<file path="src/hdl/xcvr_pkg.sv">
// Constants, enumerations and record layout for the registered bus transceiver.
// Assumes a single core clock; all bus and control pins arrive asynchronously.
//
// Notes on behaviour
// - Two independent 8-bit halves with own controls, usable together as 16 bits.
// - Source select low passes live bus data, high passes stored register.
// - Changing a source select never glitches the driven bus outputs.
// - Capture clock rising edge loads its bus into its register, regardless.
// - Bus pins always sampled, even while this device drives them.
// - A-to-B enable active high, B-to-A active low; low/high isolates both.
// - Both enables low, A select low: A bus driven with live B.
// - Both enables low, A select high: A bus driven from B register.
// - Both enables high, B select low: B bus driven with live A.
// - Both enables high, B select high: B bus driven from A register.
// - A-to-B high, B-to-A low, both selects high: cross-drive both stored.
// - Driving B from A then capturing B copies A data into both.
// - Both directions live and enabled: each bus reinforces its last level.
package xcvr_pkg;

    // ==========================================================
    // Widths
    localparam int HALF_W     = 8;
    localparam int HALVES     = 2;
    localparam int BUS_W      = HALF_W * HALVES;
    localparam int SYNC_DEPTH = 2;

    // ==========================================================
    // Capture record: {half, side, data}
    localparam int REC_HALF_POS = HALF_W + 1;
    localparam int REC_SIDE_POS = HALF_W;
    localparam int REC_W        = HALF_W + 2;
    localparam int FIFO_DEPTH   = 16;
    localparam int EVENTS       = 2 * HALVES;

    // ==========================================================
    // Reset values
    localparam logic [HALF_W-1:0] STORE_RESET = 8'h00;
    localparam logic [HALF_W-1:0] OUT_RESET   = 8'h00;

    // ==========================================================
    // Drive mode of one half
    typedef enum logic [3:0] {
        MODE_ISOLATE = 4'b0001,
        MODE_A_OUT   = 4'b0010,
        MODE_B_OUT   = 4'b0100,
        MODE_BOTH    = 4'b1000
    } drive_mode_e;

endpackage : xcvr_pkg

</file>
<file path="src/hdl/rec_stream_if.sv">
// Valid/ready carrier for capture records between transceiver core and its FIFO.
// Assumes both ends share one clock.
`timescale 1ns/1ps
`default_nettype none

interface rec_stream_if #(parameter int W = 10);
    logic         valid;
    logic         ready;
    logic [W-1:0] data;

    modport src (output valid, output data, input ready);
    modport snk (input valid, input data, output ready);
endinterface : rec_stream_if

`default_nettype wire

</file>
<file path="src/hdl/registered_bus_transceiver.sv">
// Registered bidirectional transceiver between an A bus and a B bus, in two halves.
// Assumes bus and control pins are asynchronous to core_clk; pads resolve the three-signal buses.
`timescale 1ns/1ps
`default_nettype none

module registered_bus_transceiver #(
    parameter int HALF_W     = xcvr_pkg::HALF_W,
    parameter int FIFO_DEPTH = xcvr_pkg::FIFO_DEPTH
) (
    // Clock and reset
    input  wire logic                         core_clk,
    input  wire logic                         rst_n,
    // A side bus pins
    input  wire logic [2*HALF_W-1:0]          a_side_bus_line_i,
    output logic      [2*HALF_W-1:0]          a_side_bus_line_o,
    output logic      [2*HALF_W-1:0]          a_side_bus_line_oe,
    // B side bus pins
    input  wire logic [2*HALF_W-1:0]          b_side_bus_line_i,
    output logic      [2*HALF_W-1:0]          b_side_bus_line_o,
    output logic      [2*HALF_W-1:0]          b_side_bus_line_oe,
    // Per-half controls
    input  wire logic [1:0]                   a_to_b_drive_enable,
    input  wire logic [1:0]                   b_to_a_drive_enable_n,
    input  wire logic [1:0]                   a_side_capture_clock,
    input  wire logic [1:0]                   b_side_capture_clock,
    input  wire logic [1:0]                   b_output_source_select,
    input  wire logic [1:0]                   a_output_source_select,
    // Status
    output logic      [2*HALF_W-1:0]          a_store_value,
    output logic      [2*HALF_W-1:0]          b_store_value,
    output logic      [7:0]                   drive_mode,
    // Capture record stream
    output logic                              cap_valid,
    input  wire logic                         cap_ready,
    output logic      [HALF_W+1:0]            cap_data,
    output logic                              cap_overflow,
    input  wire logic                         cap_overflow_clr
);
    localparam int BW   = 2 * HALF_W;
    localparam int CW   = 12;
    localparam int RW   = HALF_W + 2;
    localparam int NEV  = xcvr_pkg::EVENTS;

    // ==========================================================
    // Pin synchronisers
    // ==========================================================
    logic [CW-1:0] ctrl_meta_q;
    logic [CW-1:0] ctrl_sync_q;
    logic [BW-1:0] a_meta_q;
    logic [BW-1:0] a_sync_q;
    logic [BW-1:0] b_meta_q;
    logic [BW-1:0] b_sync_q;
    logic [1:0]    a_cap_prev_q;
    logic [1:0]    b_cap_prev_q;

    wire [CW-1:0] ctrl_pins = {a_to_b_drive_enable, b_to_a_drive_enable_n,
                               a_side_capture_clock, b_side_capture_clock,
                               b_output_source_select, a_output_source_select};

    // Bus pins sampled every cycle, driven or not
    // No reset: at release the chain holds true pin levels, so a reset-low
    // copy of the active-low enable cannot drive A for a cycle
    always_ff @(posedge core_clk) begin
        ctrl_meta_q <= ctrl_pins;
        ctrl_sync_q <= ctrl_meta_q;
        a_meta_q    <= a_side_bus_line_i;
        a_sync_q    <= a_meta_q;
        b_meta_q    <= b_side_bus_line_i;
        b_sync_q    <= b_meta_q;
    end

    wire [1:0] ab_en_s   = ctrl_sync_q[11:10];
    wire [1:0] ba_en_n_s = ctrl_sync_q[9:8];
    wire [1:0] a_cap_s   = ctrl_sync_q[7:6];
    wire [1:0] b_cap_s   = ctrl_sync_q[5:4];
    wire [1:0] sel_b_s   = ctrl_sync_q[3:2];
    wire [1:0] sel_a_s   = ctrl_sync_q[1:0];

    // Reset holds the edge history high so a clock idling high is no edge
    always_ff @(posedge core_clk) begin
        if (!rst_n) begin
            a_cap_prev_q <= 2'h3;
            b_cap_prev_q <= 2'h3;
        end else begin
            a_cap_prev_q <= a_cap_s;
            b_cap_prev_q <= b_cap_s;
        end
    end

    wire [1:0] a_cap_rise = a_cap_s & ~a_cap_prev_q;
    wire [1:0] b_cap_rise = b_cap_s & ~b_cap_prev_q;

    // ==========================================================
    // Per-half datapath
    // ==========================================================
    logic [BW-1:0]  a_store_q;
    logic [BW-1:0]  b_store_q;
    logic [BW-1:0]  a_out_q;
    logic [BW-1:0]  b_out_q;
    logic [1:0]     a_drv_q;
    logic [1:0]     b_drv_q;
    logic [7:0]     mode_q;

    genvar h;
    generate
        for (h = 0; h < 2; h++) begin : g_half
            logic [HALF_W-1:0]     a_live;
            logic [HALF_W-1:0]     b_live;
            logic [HALF_W-1:0]     a_out_d;
            logic [HALF_W-1:0]     b_out_d;
            logic                  a_drv_d;
            logic                  b_drv_d;
            xcvr_pkg::drive_mode_e mode_d;

            assign a_live = a_sync_q[h*HALF_W +: HALF_W];
            assign b_live = b_sync_q[h*HALF_W +: HALF_W];

            // A driven while its enable is low, B while its enable is high
            assign a_drv_d = !ba_en_n_s[h];
            assign b_drv_d = ab_en_s[h];

            // A output: live B or stored B
            assign a_out_d = sel_a_s[h] ? b_store_q[h*HALF_W +: HALF_W] : b_live;
            // B output: live A or stored A
            assign b_out_d = sel_b_s[h] ? a_store_q[h*HALF_W +: HALF_W] : a_live;

            assign mode_d = (a_drv_d && b_drv_d) ? xcvr_pkg::MODE_BOTH :
                            a_drv_d              ? xcvr_pkg::MODE_A_OUT :
                            b_drv_d              ? xcvr_pkg::MODE_B_OUT :
                                                   xcvr_pkg::MODE_ISOLATE;

            // Stores load only on a capture rise, else hold
            always_ff @(posedge core_clk) begin
                if (!rst_n) begin
                    a_store_q[h*HALF_W +: HALF_W] <= xcvr_pkg::STORE_RESET;
                    b_store_q[h*HALF_W +: HALF_W] <= xcvr_pkg::STORE_RESET;
                end else begin
                    if (a_cap_rise[h]) begin
                        a_store_q[h*HALF_W +: HALF_W] <= a_live;
                    end
                    // Driven B value captured too, copying A into both
                    if (b_cap_rise[h]) begin
                        b_store_q[h*HALF_W +: HALF_W] <= b_live;
                    end
                end
            end

            // Outputs from flip-flops so select changes cannot glitch
            always_ff @(posedge core_clk) begin
                if (!rst_n) begin
                    a_out_q[h*HALF_W +: HALF_W] <= xcvr_pkg::OUT_RESET;
                    b_out_q[h*HALF_W +: HALF_W] <= xcvr_pkg::OUT_RESET;
                    a_drv_q[h]                  <= 1'b0;
                    b_drv_q[h]                  <= 1'b0;
                    mode_q[h*4 +: 4]            <= xcvr_pkg::MODE_ISOLATE;
                end else begin
                    a_out_q[h*HALF_W +: HALF_W] <= a_out_d;
                    b_out_q[h*HALF_W +: HALF_W] <= b_out_d;
                    a_drv_q[h]                  <= a_drv_d;
                    b_drv_q[h]                  <= b_drv_d;
                    mode_q[h*4 +: 4]            <= mode_d;
                end
            end

            // Both live and enabled: outputs echo inputs, bus holds level
            assign a_side_bus_line_oe[h*HALF_W +: HALF_W] = {HALF_W{a_drv_q[h]}};
            assign b_side_bus_line_oe[h*HALF_W +: HALF_W] = {HALF_W{b_drv_q[h]}};
        end
    endgenerate

    assign a_side_bus_line_o = a_out_q;
    assign b_side_bus_line_o = b_out_q;
    assign a_store_value     = a_store_q;
    assign b_store_value     = b_store_q;
    assign drive_mode        = mode_q;

    // ==========================================================
    // Capture event log
    // ==========================================================
    // Event order: 0 = half0 A, 1 = half0 B, 2 = half1 A, 3 = half1 B.
    // Simultaneous rises with a select high are legal here but may
    // store a stale driven value, as the controller is told to stagger
    logic [NEV-1:0] pend_q;
    logic [NEV-1:0] pend_d;
    logic           ovf_q;
    logic [NEV-1:0] grant;
    logic [RW-1:0]  rec_d;

    wire [NEV-1:0] ev_rise = {b_cap_rise[1], a_cap_rise[1], b_cap_rise[0], a_cap_rise[0]};

    rec_stream_if #(.W(RW)) rec_if ();

    // Lowest pending event wins the single push slot
    always_comb begin
        grant = '0;
        for (int i = NEV - 1; i >= 0; i--) begin
            if (pend_q[i]) begin
                grant    = '0;
                grant[i] = 1'b1;
            end
        end
    end

    always_comb begin
        rec_d = '0;
        for (int i = 0; i < NEV; i++) begin
            if (grant[i]) begin
                rec_d[RW-1]   = 1'(i / 2);
                rec_d[RW-2]   = 1'(i % 2);
                rec_d[HALF_W-1:0] = (i % 2 == 1) ? b_store_q[(i/2)*HALF_W +: HALF_W]
                                                 : a_store_q[(i/2)*HALF_W +: HALF_W];
            end
        end
    end

    wire            pushed    = rec_if.valid && rec_if.ready;
    wire [NEV-1:0]  pop_mask  = pushed ? grant : '0;
    wire            lost      = |(ev_rise & pend_q & ~pop_mask);

    assign rec_if.valid = |pend_q;
    assign rec_if.data  = rec_d;

    // New rise sets pending even when the old one leaves this cycle
    assign pend_d = (pend_q & ~pop_mask) | ev_rise;

    always_ff @(posedge core_clk) begin
        if (!rst_n) begin
            pend_q <= '0;
            ovf_q  <= 1'b0;
        end else begin
            pend_q <= pend_d;
            // Set wins over clear
            if (lost) begin
                ovf_q <= 1'b1;
            end else if (cap_overflow_clr) begin
                ovf_q <= 1'b0;
            end
        end
    end

    assign cap_overflow = ovf_q;

    rec_fifo #(
        .W     (RW),
        .DEPTH (FIFO_DEPTH)
    ) u_rec_fifo (
        .core_clk  (core_clk),
        .rst_n     (rst_n),
        .push      (rec_if),
        .out_valid (cap_valid),
        .out_ready (cap_ready),
        .out_data  (cap_data)
    );

endmodule : registered_bus_transceiver

`default_nettype wire

</file>
<file path="src/hdl/rec_fifo.sv">
// Synchronous FIFO with registered read data and valid/ready on both sides.
// Assumes one clock and a synchronous active-low reset.
`timescale 1ns/1ps
`default_nettype none

module rec_fifo #(
    parameter int W     = 10,
    parameter int DEPTH = 16
) (
    // Clock and reset
    input  wire logic         core_clk,
    input  wire logic         rst_n,
    // Fill side
    rec_stream_if.snk         push,
    // Drain side
    output logic              out_valid,
    input  wire logic         out_ready,
    output logic [W-1:0]      out_data
);
    localparam int AW = $clog2(DEPTH);

    logic [W-1:0] mem [DEPTH];
    logic [AW-1:0] wr_ptr_q;
    logic [AW-1:0] rd_ptr_q;
    logic [AW:0]   count_q;
    logic          out_valid_q;
    logic [W-1:0]  out_data_q;

    wire full      = (count_q == (AW+1)'(DEPTH));
    wire empty     = (count_q == '0);
    wire do_push   = push.valid && !full;
    wire load_out  = !empty && (!out_valid_q || out_ready);

    assign push.ready = !full;
    assign out_valid  = out_valid_q;
    assign out_data   = out_data_q;

    always_ff @(posedge core_clk) begin
        if (do_push) begin
            mem[wr_ptr_q] <= push.data;
        end
    end

    always_ff @(posedge core_clk) begin
        if (!rst_n) begin
            wr_ptr_q    <= '0;
            rd_ptr_q    <= '0;
            count_q     <= '0;
            out_valid_q <= 1'b0;
            out_data_q  <= '0;
        end else begin
            if (do_push) begin
                wr_ptr_q <= wr_ptr_q + AW'(1);
            end
            if (load_out) begin
                out_data_q <= mem[rd_ptr_q];
                rd_ptr_q   <= rd_ptr_q + AW'(1);
            end
            if (load_out) begin
                out_valid_q <= 1'b1;
            end else if (out_ready) begin
                out_valid_q <= 1'b0;
            end
            count_q <= count_q + (AW+1)'(do_push) - (AW+1)'(load_out);
        end
    end

endmodule : rec_fifo

`default_nettype wire

</file>
<file path="config.mk">
export PLATFORM = sky130hd
export DESIGN_NAME = registered_bus_transceiver
export DESIGN_NICKNAME = d
export VERILOG_FILES = /design/src/hdl/xcvr_pkg.sv /design/src/hdl/rec_stream_if.sv /design/src/hdl/registered_bus_transceiver.sv /design/src/hdl/rec_fifo.sv
export SDC_FILE = /design/constraint.sdc
export NUM_CORES = 1
export LEC_CHECK = 0
export ABC_AREA = 1
export BUFFER_PORTS_ARGS = -buffer_cell sky130_fd_sc_hd__buf_2
export CAP_MARGIN = 20
export CORE_MARGIN = 2
export CORE_UTILIZATION = 40
export DETAILED_ROUTE_END_ITERATION = 10
export PLACE_DENSITY = 0.64
export SYNTH_ARGS = -nofsm -noshare
export SYNTH_HDL_FRONTEND = slang
export SYNTH_SLANG_ARGS = --single-unit
</file>
<file path="constraint.sdc">
create_clock -name core_clk -period 3.36 [get_ports core_clk]
set_clock_uncertainty 0.15 [all_clocks]
set_input_delay 0.672 -clock core_clk [delete_from_list [all_inputs] [get_ports core_clk]]
set_output_delay 0.672 -clock core_clk [all_outputs]
set_load 0.02 [all_outputs]
</file>
==> results of run 1 <==
per-layer routing:
metal  wire length, um  up-vias  track usage
met3              2160       50       0.0304
met1             13300     4165        0.241
met5                 0        -            0
li1                  -     4488            -
met2             13500      362        0.275
met4               547        0       0.0486
logic make-up (layout without fill, tap and decap cells):
kind of cell / Yosys count / after routing / share of synthesized area
fa+ha+maj: 12 / 12 / 0.0121
other cells: 0 / 1 / 0
compound gates: 88 / 88 / 0.0341
xor+xnor: 2 / 2 / 0.00135
simple gates: 643 / 643 / 0.202
buf+inv: 209 / 390 / 0.0774
flops: 357 / 357 / 0.673
synth_stat cells:
| cell | count |
|---|---|
| sky130_fd_sc_hd__nand2_1 | 317 |
| sky130_fd_sc_hd__dfxtp_1 | 197 |
| sky130_fd_sc_hd__nor2_1 | 185 |
| sky130_fd_sc_hd__edfxtp_1 | 160 |
| sky130_fd_sc_hd__inv_1 | 125 |
| sky130_fd_sc_hd__nand3_1 | 119 |
| sky130_fd_sc_hd__o21ai_0 | 72 |
| sky130_fd_sc_hd__buf_4 | 28 |
| sky130_fd_sc_hd__buf_2 | 21 |
| sky130_fd_sc_hd__a21oi_1 | 14 |
| sky130_fd_sc_hd__clkbuf_1 | 14 |
| sky130_fd_sc_hd__buf_6 | 11 |
| sky130_fd_sc_hd__ha_1 | 11 |
| sky130_fd_sc_hd__nand4_1 | 9 |
| sky130_fd_sc_hd__nor2_2 | 6 |
| sky130_fd_sc_hd__clkinv_1 | 5 |
| sky130_fd_sc_hd__nand2_2 | 3 |
| sky130_fd_sc_hd__inv_2 | 2 |
| sky130_fd_sc_hd__nor3_1 | 2 |
| sky130_fd_sc_hd__buf_1 | 1 |
| sky130_fd_sc_hd__fa_1 | 1 |
| sky130_fd_sc_hd__inv_4 | 1 |
| sky130_fd_sc_hd__inv_6 | 1 |
| sky130_fd_sc_hd__nand2_4 | 1 |
| sky130_fd_sc_hd__nand3b_1 | 1 |
| sky130_fd_sc_hd__o21ai_1 | 1 |
| sky130_fd_sc_hd__o21bai_1 | 1 |
| sky130_fd_sc_hd__xnor2_1 | 1 |
| sky130_fd_sc_hd__xor2_1 | 1 |
metrics by stage:
| step | hold slack [ps] | power [mW] | cell area, um2 |
|---|---|---|---|
| global route | 80.9 | 11.8 | 15300 |
| detailed placement | 162 | 7.26 | 14000 |
| finish | 101 | 11.2 | 15300 |
| floorplan | 160 | 6.72 | 13000 |
| CTS | 85.7 | 11.3 | 15300 |
| global placement | 161 | 7.23 | 14000 |
registers in the layout, indices dropped and copies added (netlist names), 5 cells and up:
| name | flops |
|---|---|
| b_meta_q | 16 |
| a_sync_q | 16 |
| b_sync_q | 16 |
| b_side_bus_line_o | 16 |
| a_store_value | 16 |
| ctrl_sync_q | 12 |
| u_rec_fifo.count_q | 5 |
| a_meta_q | 16 |
| u_rec_fifo.out_data | 10 |
| b_store_value | 16 |
| ctrl_meta_q | 12 |
| drive_mode | 8 |
| a_side_bus_line_o | 16 |
| u_rec_fifo.mem | 160 |
how the worst max path moves through the flow:
stage                            endpoint  cells after the start  slack, ps
floorplan           u_rec_fifo.count_q[4]                     13        660
global placement    u_rec_fifo.count_q[4]                     13        610
detailed placement  u_rec_fifo.count_q[4]                     13        630
CTS                 u_rec_fifo.mem[14][2]                      7        770
global route        u_rec_fifo.mem[11][2]                      7        540
finish              u_rec_fifo.mem[11][1]                      7        770
power by group through the flow:
stage          Combinational [mW]  Clock, mW  Sequential [mW]
2_1_floorplan                1.60          0             5.12
3_3_place_gp                 2.18          0             5.05
3_5_place_dp                 2.20          0             5.05
4_1_cts                      2.22       4.10             4.96
5_1_grt                      2.49       4.29             4.99
6_report                     2.20       4.04             4.96
critical path: cells and delay by family, from the launching register on:
| kind | cells | cell delay (ps) |
|---|---|---|
| DFF | 1 | 630 |
| buffers and inverters | 2 | 320 |
| and+or+nand+nor | 5 | 960 |
final cells by class:
cell class | count | area, um2
inverter | 134 | 510
timing repair buffer | 188 | 1000
tap | 435 | 544
antenna | 1 | 2.50
fill | 2897 | 16500
clock buffer | 53 | 1130
clock inverter | 15 | 95.1
multi-input combinational | 745 | 3240
sequential | 357 | 8750
==> summary.md, run 1 <==
After detailed routing, the number of vias per cell comes to 4.70. After synthesis the cells add up to 13000 um2. Area share of the leading cell type in the synthesized netlist: 0.370. Effective utilization at floorplan: 0.409. Counting every sink on the clock net gives 357. The tools report the cell internal power dissipation as 7.85 mW.

The run gives 0 as the initial antenna violation count. The peak supply drop was 0.000504 V. Setup repair after global routing left no endpoint under its margin.

The worst-case setup margin in the final layout was 768 ps. The first global-routing pass estimated 45600 um of wire. STA classifies the critical path endpoint as a flop. In this run the vertical extent of the chip is 184 um. The signal on the critical path passes through inv_1, nand2_1, nor2_1, nand2_1, clkinv_1, nand2_1, nand4_1. By area the synthesized netlist is led by sky130_fd_sc_hd__edfxtp_1 (37%), sky130_fd_sc_hd__dfxtp_1 (30%), sky130_fd_sc_hd__nand2_1 (9.2%).

The final cell utilization of the core is 0.480, and the maximum number of pins on one net before global-route repair is 82. Summed over all layers, the routed wires come to 29500 um. The final estimated routing congestion in global placement was 0.875; the cell count of the worst reg-to-reg path was 7. The total die area is 33900 um2. The remaining max-slew budget at the tightest pin is 0.422. The critical path is of the flop to flop type. The logs give 0.197 for the combinational fraction of design power and 1928 for the final cell count without fillers. In the final timing run, aggregate negative setup slack is 0 ps. The hold-critical path depth is 1. After detailed routing, the number of remaining DRC violations is 0. Data arrives at the worst endpoint at 2430 ps.

The count of nets left with antenna violations once routing finished came out at 0. The tools report the number of buffers created by CTS as 37. Input and output buffers added on the ports amount to 163. Compared with the post-synthesis result, the final layout area differs by 17.6%. The insertion delay to the later sink of the worst-skew pair was 520 ps.

The run gives 0.172 as the combined global-route utilization of all metal layers. The cell type with the highest occurrence count on the critical path is sky130_fd_sc_hd__nand2_1. On the worst path, the slowest cell contributes a delay of 630 ps. In this run the critical register-to-register path is launched from pend_q[0]. Power share of the sequential group: 0.443. The number of pins with negative max-slew slack in the final report is 0.

The critical path's slowest cell is sky130_fd_sc_hd__dfxtp_1. The number of synthesis warnings was 0. In the layout the commonest cells are sky130_fd_sc_hd__nand2_1 (317), sky130_fd_sc_hd__dfxtp_1 (196), sky130_fd_sc_hd__nor2_1 (185), sky130_fd_sc_hd__buf_2 (163), sky130_fd_sc_hd__edfxtp_1 (160). The analysis attributes to net switching a power of 3.35 mW.

Average cell area after synthesis: 9.91 um2. Timing would allow up to 386 MHz. The distinct cell type count of the synthesized netlist came out at 29. Tracing the worst setup path back leads to its startpoint at pend_q[0]. The required arrival time at the worst endpoint was 3200 ps; the share of cells above drive strength 1 was 0.178.

Switching portion of total power: 0.299. The sequential-to-total area share from yosys stat came out at 0.673. The worst hold path begins at b_side_bus_line_i[12]. The total number of H-tree levels was 2; the cell count after placement was 1859. In the final routed layout, each cell accounts on average for 15.3 um.

Internal reg-to-reg setup slack: 770 ps. The number of nets handed over by synthesis was 1371. The worst path in the final design needs a cycle of 2590 ps, including I/O delays and setup. The final clock period utilization by the worst path works out to 0.772. The run finished with clean final reports.

Along the worst path, the maximum fanout reaches 16. For this design the static power due to leakage is 6.93 nW. The tools report the kind of launch point of the worst setup path as a flop. The logs give 0 for the reported max-cap violation count and 5 for the first-pass detailed-route iteration total. Measured along the x axis, the die boundary spans 184 um. TritonCTS built the clock tree. The synthesized design spends more area on one cell type than any other, namely sky130_fd_sc_hd__edfxtp_1.

The tree is rooted in a sky130_fd_sc_hd__clkbuf_16. The setup-violating endpoint count in the final report is 0, and the placed wire-length estimate is 19000 um. The clock-pin transition on the worst setup and hold timing paths was 60 ps. The worst hold endpoint is b_meta_q[12]. Core area: 31800 um2. In this run the worst hold path is classified as primary input to flop. The worst flop-to-flop path endpoint was u_rec_fifo.mem[11][1]. The number of hold-slack violations in the final timing report is 0, and the number of placement rows is 65. The post-layout net count is 1523. In this run, the number of DRC markers left after iteration 0 of detailed routing was 773.

The number of global-route vias before repair is 8465, and the quantity of hold-fixing buffers added after cts is 0. For the pin with the worst max-slew slack, the measured transition is 866 ps. In this run the count of I/O pins placed on the die edge is 164. Synthesis produced 1311 cells. In this run the post-CTS setup repair buffer count came out at 0. The final global-route overflow total came out at 0. The synthesized design contains 357 register bits. Timing analysis after detailed placement gives a worst setup slack of 630 ps. The power density over the cells was 733 nW/um2; the maximum clock insertion buffer count was 3. Post-CTS repair changed the size of 0 cells. The library cell used most frequently in the layout, excluding fill and tap cells, is sky130_fd_sc_hd__nand2_1.

The logs give 0.360 for the clock network power share and 9065 for the total vias in the final route.
Note: power is estimated with default switching activity, not from simulation.
==> run 2, diff against run 1 <==
ABC_AREA = 0   (was 1)
clock period = 2.5 ns   (was 3.36 ns; I/O delays follow)
==> run 2 against run 1 <==
Net effect:
- design area up 0.95%
- critical endpoint is now u_rec_fifo.count_q[2]
- largest cell class unchanged
- hold slack better by 73 ps
- sequential share of layout area down 0.52 points
- first-iteration DRC count down 54%
- critical path type unchanged
- non-clock buffer count up 70
- critical path depth up 6
- wire length down 9.9%
- the run now ends with negative setup slack left
==> summary.md, run 2 <==
The critical path goes through inv_2, ha_4, or4b_4, nand2_4, inv_4, ha_4, inv_2, ha_4, fa_2, buf_4, buf_6, xnor2_2, nor2_1. The library cell occupying the most area in the post-synthesis netlist is sky130_fd_sc_hd__edfxtp_1. The worst register-to-register path begins at u_rec_fifo.count_q[3]. Routed wire length per instance: 17.9 um. The combined global-route utilization of all metal layers came out at 0.163. The proportion of register bits with asynchronous set or reset after synthesis came out at 0. The tools report the worst hold endpoint as a_sync_q[6].

The largest family of logic cells by synthesized area is multiplexers. The synthesized cell area came out at 12500 um2. The die boundary width works out to 181 um. The run gives 353 as the initial DRC count.

The area share of the leading cell type in the synthesized netlist was 0.385. Leaving out filler cells and counting taps, the final layout contains 1485. The post-synthesis adder-cell area fraction was 0.0126; the final global-route overflow total was 0. Cell type with the highest occurrence count on the critical path: sky130_fd_sc_hd__ha_4. The average cell area after synthesis came out at 14.8 um2. The number of buffers created by CTS was 37; the worst-case setup margin in the final layout was -121 ps. The final layout contains 1124 nets. The core area is 30700 um2, and the total vias in the final route is 7249.

For this run, design rule violations remaining after detail routing come to 0. The first-pass detailed-route iteration total came out at 4. In the synthesized netlist the dominant register cell turns out to be sky130_fd_sc_hd__dfxtp_1. The cell leakage power was 6.05 nW.

The number of hold-slack violations in the final timing report was 0; the maximum single-stage delay on the critical path was 480 ps. Counting the fill cells in the layout gives 2559. The multi-input combinational cells in the finished layout cover a total of 3290 um2. In this run the core area contains 64 standard-cell rows.

The worst path arrival time came out at 2860 ps. Root buffer selected by CTS: sky130_fd_sc_hd__clkbuf_16. The share of the synthesized netlist area taken by xor and xnor gates came out at 0.00702. CTS saw 357 sinks. The classification of the worst-slack hold path is flop to flop.

The remaining max-slew budget at the tightest pin was 0.396; the maximum fanout count along the critical path was 3. During synthesis, Yosys emitted a total of 0 warnings. The synthesized-area fraction occupied by and/or/nand/nor cells came out at 0.0766.

The later pin in the worst-skew pair is clocked with a latency of 530 ps. The run finished, with violations left. Global-route wire length before repair: 41500 um.

For the final estimated routing congestion in global placement, the log shows 0.741. The library cell used most frequently in the layout, excluding fill and tap cells, is sky130_fd_sc_hd__dfxtp_1. The number of synthesized flops with an enable pin is 160. By count the netlist is led by sky130_fd_sc_hd__dfxtp_1 (197), sky130_fd_sc_hd__edfxtp_1 (160), sky130_fd_sc_hd__nand2_1 (80). In this run the vertical extent of the chip is 181 um. The number of pins with negative max-slew slack in the final report was 0; the initial antenna violation count was 0.

The tools report the combinational fraction of design power as 0.187. Synthesized-area fraction occupied by ao, oa, aoi and oai cells: 0.0383. The transition time of the tightest slew-check pin works out to 905 ps. The run gives 14.4 mW as the total power of the final layout. The number of global-route vias before repair came out at 7316.

The growth of design area from synthesis to finish was 23.6%. Entering global routing, the biggest net connects 84 pins. Leaving out fill and tap cells, the most frequent cells in the layout are sky130_fd_sc_hd__dfxtp_1 (194), sky130_fd_sc_hd__buf_2 (163), sky130_fd_sc_hd__edfxtp_1 (160), sky130_fd_sc_hd__nand2_1 (80), sky130_fd_sc_hd__mux2i_1 (52). Counting every net in the synthesized netlist gives 902. Setup repair after global routing could not meet its margin everywhere.

In this run the remaining antenna-violating nets after routing total 0. Ranked by total cell area, the synthesized netlist is headed by sky130_fd_sc_hd__edfxtp_1 (39%), sky130_fd_sc_hd__dfxtp_1 (32%), sky130_fd_sc_hd__mux4_1 (6.1%). The total negative slack is -236 ps, and the maximum clock insertion buffer count is 3. Ranked by flip-flop count, first place goes to u_rec_fifo.mem. Critical path's slowest cell: sky130_fd_sc_hd__or4b_4.

The worst setup path is of the flop to flop kind. The checks that failed: negative setup slack. The synthesized netlist contains 44 unique library cells. STA puts the critical path data required time at 2740 ps. The tools report the number of diodes as 0.

The die covers 32600 um2. Static timing analysis puts the maximum clock frequency at 381 MHz. The ratio of routed vias to standard cells was 4.88; the post-layout instance area was 15400 um2. The share of cells above drive strength 1 was 0.283. In this run the most critical hold path is launched from a_meta_q[6]. After layout, the minimum clock period comes to 2620 ps. Along the worst hold path, the cell count comes to 0. The cell count after synthesis is 842, and the peak supply drop is 0.000567 V.

The category of the worst setup path capture point is a flop. The tool flagged a number of max-cap violations equal to 0. The effective utilization at floorplan is 0.407, and the power density over the cells is 935 nW/um2.

Among all cell types in the netlist, the one instantiated most often is sky130_fd_sc_hd__dfxtp_1. Setup violations remaining at the end of the flow were counted as 2. The clock-pin transition on the worst setup and hold timing paths is 60 ps, and the total number of H-tree levels is 2.

During I/O placement, the number of pins put on the boundary was 164. For this design the total switching power over the nets is 3.76 mW. Cell internal power was estimated by the tool at 10.7 mW.

The internal reg-to-reg setup slack was -120 ps; the placed wire-length estimate was 16800 um. Final clock period utilization by the worst path: 1.05. Once placement finished, the instance area stood at 13800 um2. The cell count of the worst reg-to-reg path was 13; the flip-flop count of the largest register, all copies and words added was 160.

The sequential-to-total area share from yosys stat is 0.701. The power share of the sequential group was 0.456; the routed wire length was 26600 um. The switching portion of total power came out at 0.261.

Cell count after placement: 1375. The worst flop-to-flop path endpoint is u_rec_fifo.count_q[2]. The area used by sequential logic in the layout was 8750 um2.

The post-synthesis mux area share was 0.123. Input and output buffers added on the ports amount to 163. TritonCTS built the clock tree. After synthesis the netlist holds a flip-flop and latch count of 357. The run gives 0.357 as the clock network power share. The kind of launch point of the worst setup path is a flop.
-- run 2: cell types whose count changed after synthesis, moves of 52 or more --
| cell | previous run | this run |
|---|---|---|
| sky130_fd_sc_hd__nand2_1 | 317 | 80 |
| sky130_fd_sc_hd__nand3_1 | 119 | 14 |
| sky130_fd_sc_hd__nor2_1 | 185 | 59 |
| sky130_fd_sc_hd__inv_1 | 125 | 12 |
| sky130_fd_sc_hd__mux2i_1 | 0 | 52 |
| sky130_fd_sc_hd__o21ai_0 | 72 | 2 |
-- run 2: critical path, delay by kind of cell, from the launching register on --
family / cells / cell delay, ps
adders and majority gates: 4 / 890
and+or+nand+nor: 3 / 630
buffers and inverters: 5 / 410
DFF: 1 / 320
xor gates and xnor gates: 1 / 110
-- run 2: stage by stage --
| step | worst slack (ps) | hold slack (ps) | utilization |
|---|---|---|---|
| floorplan | -62.5 | 160 | - |
| global placement | -62.0 | 160 | 0.450 |
| detailed placement | -116 | 162 | 0.450 |
| CTS | -128 | 171 | 0.502 |
| global route | -227 | 178 | 0.503 |
| finish | -121 | 174 | 0.503 |
-- run 2: logic make-up (layout without fill, tap and decap cells) --
family,count (synthesis),count (layout)
and+or+nand+nor,207,207
xor gates and xnor gates,10,10
AOI/OAI and AO/OA,76,76
muxes,92,92
DFF,357,357
adders and majority gates,12,12
buffers and inverters,88,335
-- run 2: layer usage --
layer | share of wire | GRT usage | vias up | wire length (um)
met2 | 0.48 | 0.268 | 209 | 12700
met1 | 0.45 | 0.218 | 3528 | 11800
li1 | - | - | 3469 | -
met3 | 0.053 | 0.0311 | 43 | 1410
met5 | 0 | 0 | - | 0
met4 | 0.025 | 0.0552 | 0 | 674
-- run 2: power by group through the flow --
stage / Clock, mW / Combinational, mW / Sequential, mW
floorplan: 0 / 1.72 / 6.82
finish: 5.15 / 2.70 / 6.57
CTS: 5.28 / 2.64 / 6.58
detailed placement: 0 / 2.58 / 6.70
global placement: 0 / 2.53 / 6.69
global route: 5.50 / 2.92 / 6.60
-- run 2: cell type report --
type | count | share of cell area
Clock buffer | 46 | 0.0644
Multi-Input combinational cell | 397 | 0.213
Clock inverter | 18 | 0.00973
Timing Repair Buffer | 258 | 0.110
Sequential cell | 357 | 0.567
Inverter | 13 | 0.00333
Tap cell | 396 | 0.0321
-- run 2: worst max path at each step --
stage                     slack (ps)                    end             startpoint  cells after the start
after floorplan                  -60  u_rec_fifo.count_q[4]  u_rec_fifo.count_q[3]                     13
after global placement           -60  u_rec_fifo.count_q[4]  u_rec_fifo.count_q[3]                     13
after detailed placement        -120  u_rec_fifo.count_q[4]  u_rec_fifo.count_q[3]                     13
after CTS                       -130  u_rec_fifo.count_q[4]  u_rec_fifo.count_q[3]                     13
after global routing            -230  u_rec_fifo.count_q[4]  u_rec_fifo.count_q[3]                     13
final                           -120  u_rec_fifo.count_q[2]  u_rec_fifo.count_q[3]                     13
-- run 2: what timing repair did --
action | CTS | global route
resized for setup | 7 | 5
hold endpoints to repair | 44 | 0
endpoints found under the setup margin | 45 | 23
hold buffers | 44 | 0
buffers inserted | 0 | 2
==> run 3, diff against run 2 <==
CORE_MARGIN = not set   (was 2)
CTS_CLUSTER_DIAMETER = 80   (was not set)
SYNTH_HIERARCHICAL = 1   (was not set)
==> run 3 against run 2 <==
Net effect:
- critical path depth stayed put
- count of clock-buffer cells in the layout stayed put
- largest cell class unchanged
- non-clock buffer count decreased by 2
- total power shrank 0.72%
- the run ends with design-rule violations, negative setup slack left
==> summary.md, run 3 <==
The flow ran to the end, but the final reports show violations. The checks that failed: design-rule violations, negative setup slack. After the first detailed-routing iteration, the DRC count stood at 511. The synthesized netlist contains 44 unique library cells. After clock tree synthesis, the clock-pin slew on the worst setup and hold paths is 60 ps. The kind of launch point of the worst setup path is a flop.

The number of placed instances, taps included, is 1377. Row generation in the floorplan step produced 64 rows. By count the netlist is led by sky130_fd_sc_hd__dfxtp_1 (197), sky130_fd_sc_hd__edfxtp_1 (160), sky130_fd_sc_hd__nand2_1 (84). The number of buffer and inverter stages on the critical path came out at 3. The routed design has 24900 um of wire.

The final global-route overflow total was 0; the required arrival time at the worst endpoint was 2760 ps. Setup repair after global routing could not meet its margin everywhere. Reported max-cap violation count: 0. The post-synthesis adder-cell area fraction is 0.0125, and the cell count after synthesis is 841. The most used flip-flop cell after synthesis is sky130_fd_sc_hd__dfxtp_1. At the end of routability-driven placement, the weighted congestion stood at 0.763. By area the synthesized netlist is led by sky130_fd_sc_hd__edfxtp_1 (38%), sky130_fd_sc_hd__dfxtp_1 (31%), sky130_fd_sc_hd__mux4_1 (6.2%). The run gives 39800 um as the global-route wire length before repair. The area used by sequential logic in the layout was 8750 um2.

In this run the critical register-to-register path is captured at u_rec_fifo/count_q[4]. At the later pin of the worst-skew pair, clock insertion delay measures 520 ps. The sequential-to-total area share from yosys stat was 0.692. The classification of the worst-slack hold path was flop to flop.

TritonCTS built the clock tree. Counting flops and latches in the post-synthesis netlist gives 357. The most frequent cell after synthesis is sky130_fd_sc_hd__dfxtp_1. The category of the worst setup path capture point was a flop. Initial antenna violation count: 0. Synthesized-area fraction occupied by and/or/nand/nor cells: 0.0870. The worst-case setup margin in the final layout is -372 ps, and the setup-violating endpoint count in the final report is 2.

The flip-flop count of the largest register, all copies and words added was 160; the core area was 30800 um2. The clock period minus worst slack came out at 2870 ps. On the critical path, the stage with the largest delay is an instance of sky130_fd_sc_hd__or4b_4. The startpoint identified for the worst hold timing path is b_meta_q[7].

From synthesis to final layout, the design area changed by 22.9%. The setup path with the least slack is of type flop to flop. The area share of the leading cell type in the synthesized netlist is 0.380. Number of pins with negative max-slew slack in the final report: 0. The ratio of routed vias to standard cells came out at 4.79.

The routed wire length per instance is 16.7 um. At the end of the flow, the number of nets in the layout was 1124. The wire-length estimate of the detail-placed layout is 15900 um.

Entering global routing, the biggest net connects 44 pins. The remaining max-slew budget at the tightest pin was 0.589; the synthesized-area fraction occupied by ao, oa, aoi and oai cells was 0.0409. The share of the synthesized netlist area taken by xor and xnor gates is 0.00623, and the maximum single-stage delay on the critical path is 480 ps. In this run the deepest clock path goes through 3 buffers. From bottom edge to top edge, the die measures 180 um. The combined global-route utilization of all metal layers was 0.156. The logs give 6.14 nW for the cell leakage power and 36 for the number of buffers created by CTS. The floorplan step defined a die boundary enclosing 32300 um2. Summing all multi-input logic gate instances after layout gives 3430 um2. The startpoint identified for the worst register-to-register timing path is u_rec_fifo/count_q[3]. The critical path goes through inv_2, ha_4, or4b_4, nand2_4, inv_4, ha_4, inv_2, ha_4, fa_2, a21oi_2, nor2_1, or3_1, and3_1. The total number of H-tree levels was 2. The setup slack after placement is -446 ps. The number of global-route vias before repair came out at 7170. In this run the worst setup path begins at u_rec_fifo/count_q[3]. The Yosys step of the flow raised 6 warnings.

The run gives -370 ps as the internal reg-to-reg setup slack. The worst-case IR drop observed on VDD is 0.000540 V. In the layout the commonest cells are sky130_fd_sc_hd__dfxtp_1 (194), sky130_fd_sc_hd__buf_2 (163), sky130_fd_sc_hd__edfxtp_1 (160), sky130_fd_sc_hd__nand2_1 (84), sky130_fd_sc_hd__mux2i_1 (52).

The library cell used most frequently in the layout, excluding fill and tap cells, is sky130_fd_sc_hd__dfxtp_1. The synthesized cell area was 12600 um2. The root buffer selected by CTS was sky130_fd_sc_hd__clkbuf_16.

The synthesized design contains 160 enable-type register cells. Proportion of register bits with asynchronous set or reset after synthesis: 0. The cell count of the worst reg-to-reg path is 13.

The number of hold-slack violations in the final timing report is 0, and the final cell count without fillers is 1487. The power density over the cells is 921 nW/um2, and the number of top-level pins is 164. Counting every net in the synthesized netlist gives 901. The share of cells above drive strength 1 is 0.271. A synthesized cell averages 15.0 um2. The count of buffers from port buffering works out to 163. The final clock period utilization by the worst path is 1.15. After filler insertion, the fill cell instance count of the layout stands at 2541. For this run, design rule violations remaining after detail routing come to 2. For the worst setup path, the data arrival time is 3130 ps. From left edge to right edge, the die measures 180 um.

The critical path crosses 13 cells after its start point. The register with the most flip-flops is u_rec_fifo/mem. Grouping stages by cell kind, the critical path spends the most delay in simple AND/OR/NAND/NOR gates. After synthesis, the largest family of logic cells by area is multiplexers. The effective utilization at floorplan was 0.410.

The post-synthesis mux area share came out at 0.121. The maximum fanout count along the critical path is 2. The cell type with the highest occurrence count on the critical path was sky130_fd_sc_hd__ha_4.

For this run, the detailed router's first-pass iteration total came to 7. The number of nets with antenna violations after routing came out at 0. At the pin with the least slew margin, the transition time is 615 ps.

Summing over every cut layer, the via total after detailed routing is 7120. For the maximum clock frequency, the log shows 348 MHz. Library cell occupying the most area in the post-synthesis netlist: sky130_fd_sc_hd__edfxtp_1.

0 antenna diodes ended up in the layout. The logs give 357 for the number of clock sinks seen by CTS and 0.504 for the final cell utilization of the core. Following the worst setup path forward leads to its endpoint at u_rec_fifo/count_q[4].
==> run 3: cell types whose count changed after synthesis, sizes merged, moves of 4 or more <==
cell	change
a21oi	-45
nor2	-41
a21boi	+39
nor2b	+36
nand3	+14
a221o	-8
nand3b	-8
a22oi	+7
and2	+7
clkbuf	-5
nand2	+4
o21ai	+4
==> run 3: cell type report <==
| class | count | share of cell area |
|---|---|---|
| Clock inverter | 19 | 0.0110 |
| Sequential cell | 357 | 0.563 |
| Clock buffer | 46 | 0.0650 |
| Tap cell | 396 | 0.0319 |
| Timing Repair Buffer | 256 | 0.105 |
| Inverter | 13 | 0.00330 |
| Multi-Input combinational cell | 400 | 0.221 |
==> run 3: worst min-delay path by stage <==
stage	end	slack, ps	depth (start not counted)
after floorplan	a_sync_q[0]	160	0
after global placement	b_sync_q[5]	160	0
after detailed placement	a_sync_q[2]	160	0
after CTS	a_sync_q[5]	170	0
after global routing	a_sync_q[5]	180	0
final	b_sync_q[7]	170	0
==> run 3: repair_timing <==
item / 4_1_cts / 5_1_grt
hold endpoints to repair: 44 / 0
pin swaps: 2 / 0
setup buffers: 1 / 0
setup endpoints to repair: 2 / 3
hold buffers: 44 / 0
resized for setup: 1 / 0
==> run 3: stage by stage <==
step                      power, mW  TNS, ps  hold WS [ps]  instance area (um2)
after global routing           14.9     -709           179                15500
after detailed placement       9.10     -627           162                13900
after CTS                      14.5     -499           171                15500
after global placement         9.06     -467           161                13900
final                          14.3     -476           175                15500
after floorplan                8.44     -389           160                12700
==> run 3: layer usage <==
layer  global-route usage  routed length [um]  part of all wire
met1                0.211               11400              0.46
met4               0.0428                 354             0.014
met5                    0                   0                 0
met2                0.251               11600              0.46
met3               0.0381                1540             0.062
==> run 3: cell families after synthesis <==
group / count (synthesis)
flops: 357
xor+xnor: 9
mux: 92
compound gates: 70
buf+inv: 84
simple gates: 217
fa+ha+maj: 12
==> run 3: power breakdown <==
part | internal [mW] | switching (mW) | leakage (nW)
combinational | 1.19 | 1.29 | 2.43
clock | 3.09 | 2.18 | 0.573
sequential | 6.40 | 0.162 | 3.14
total | 10.7 | 3.63 | 6.14
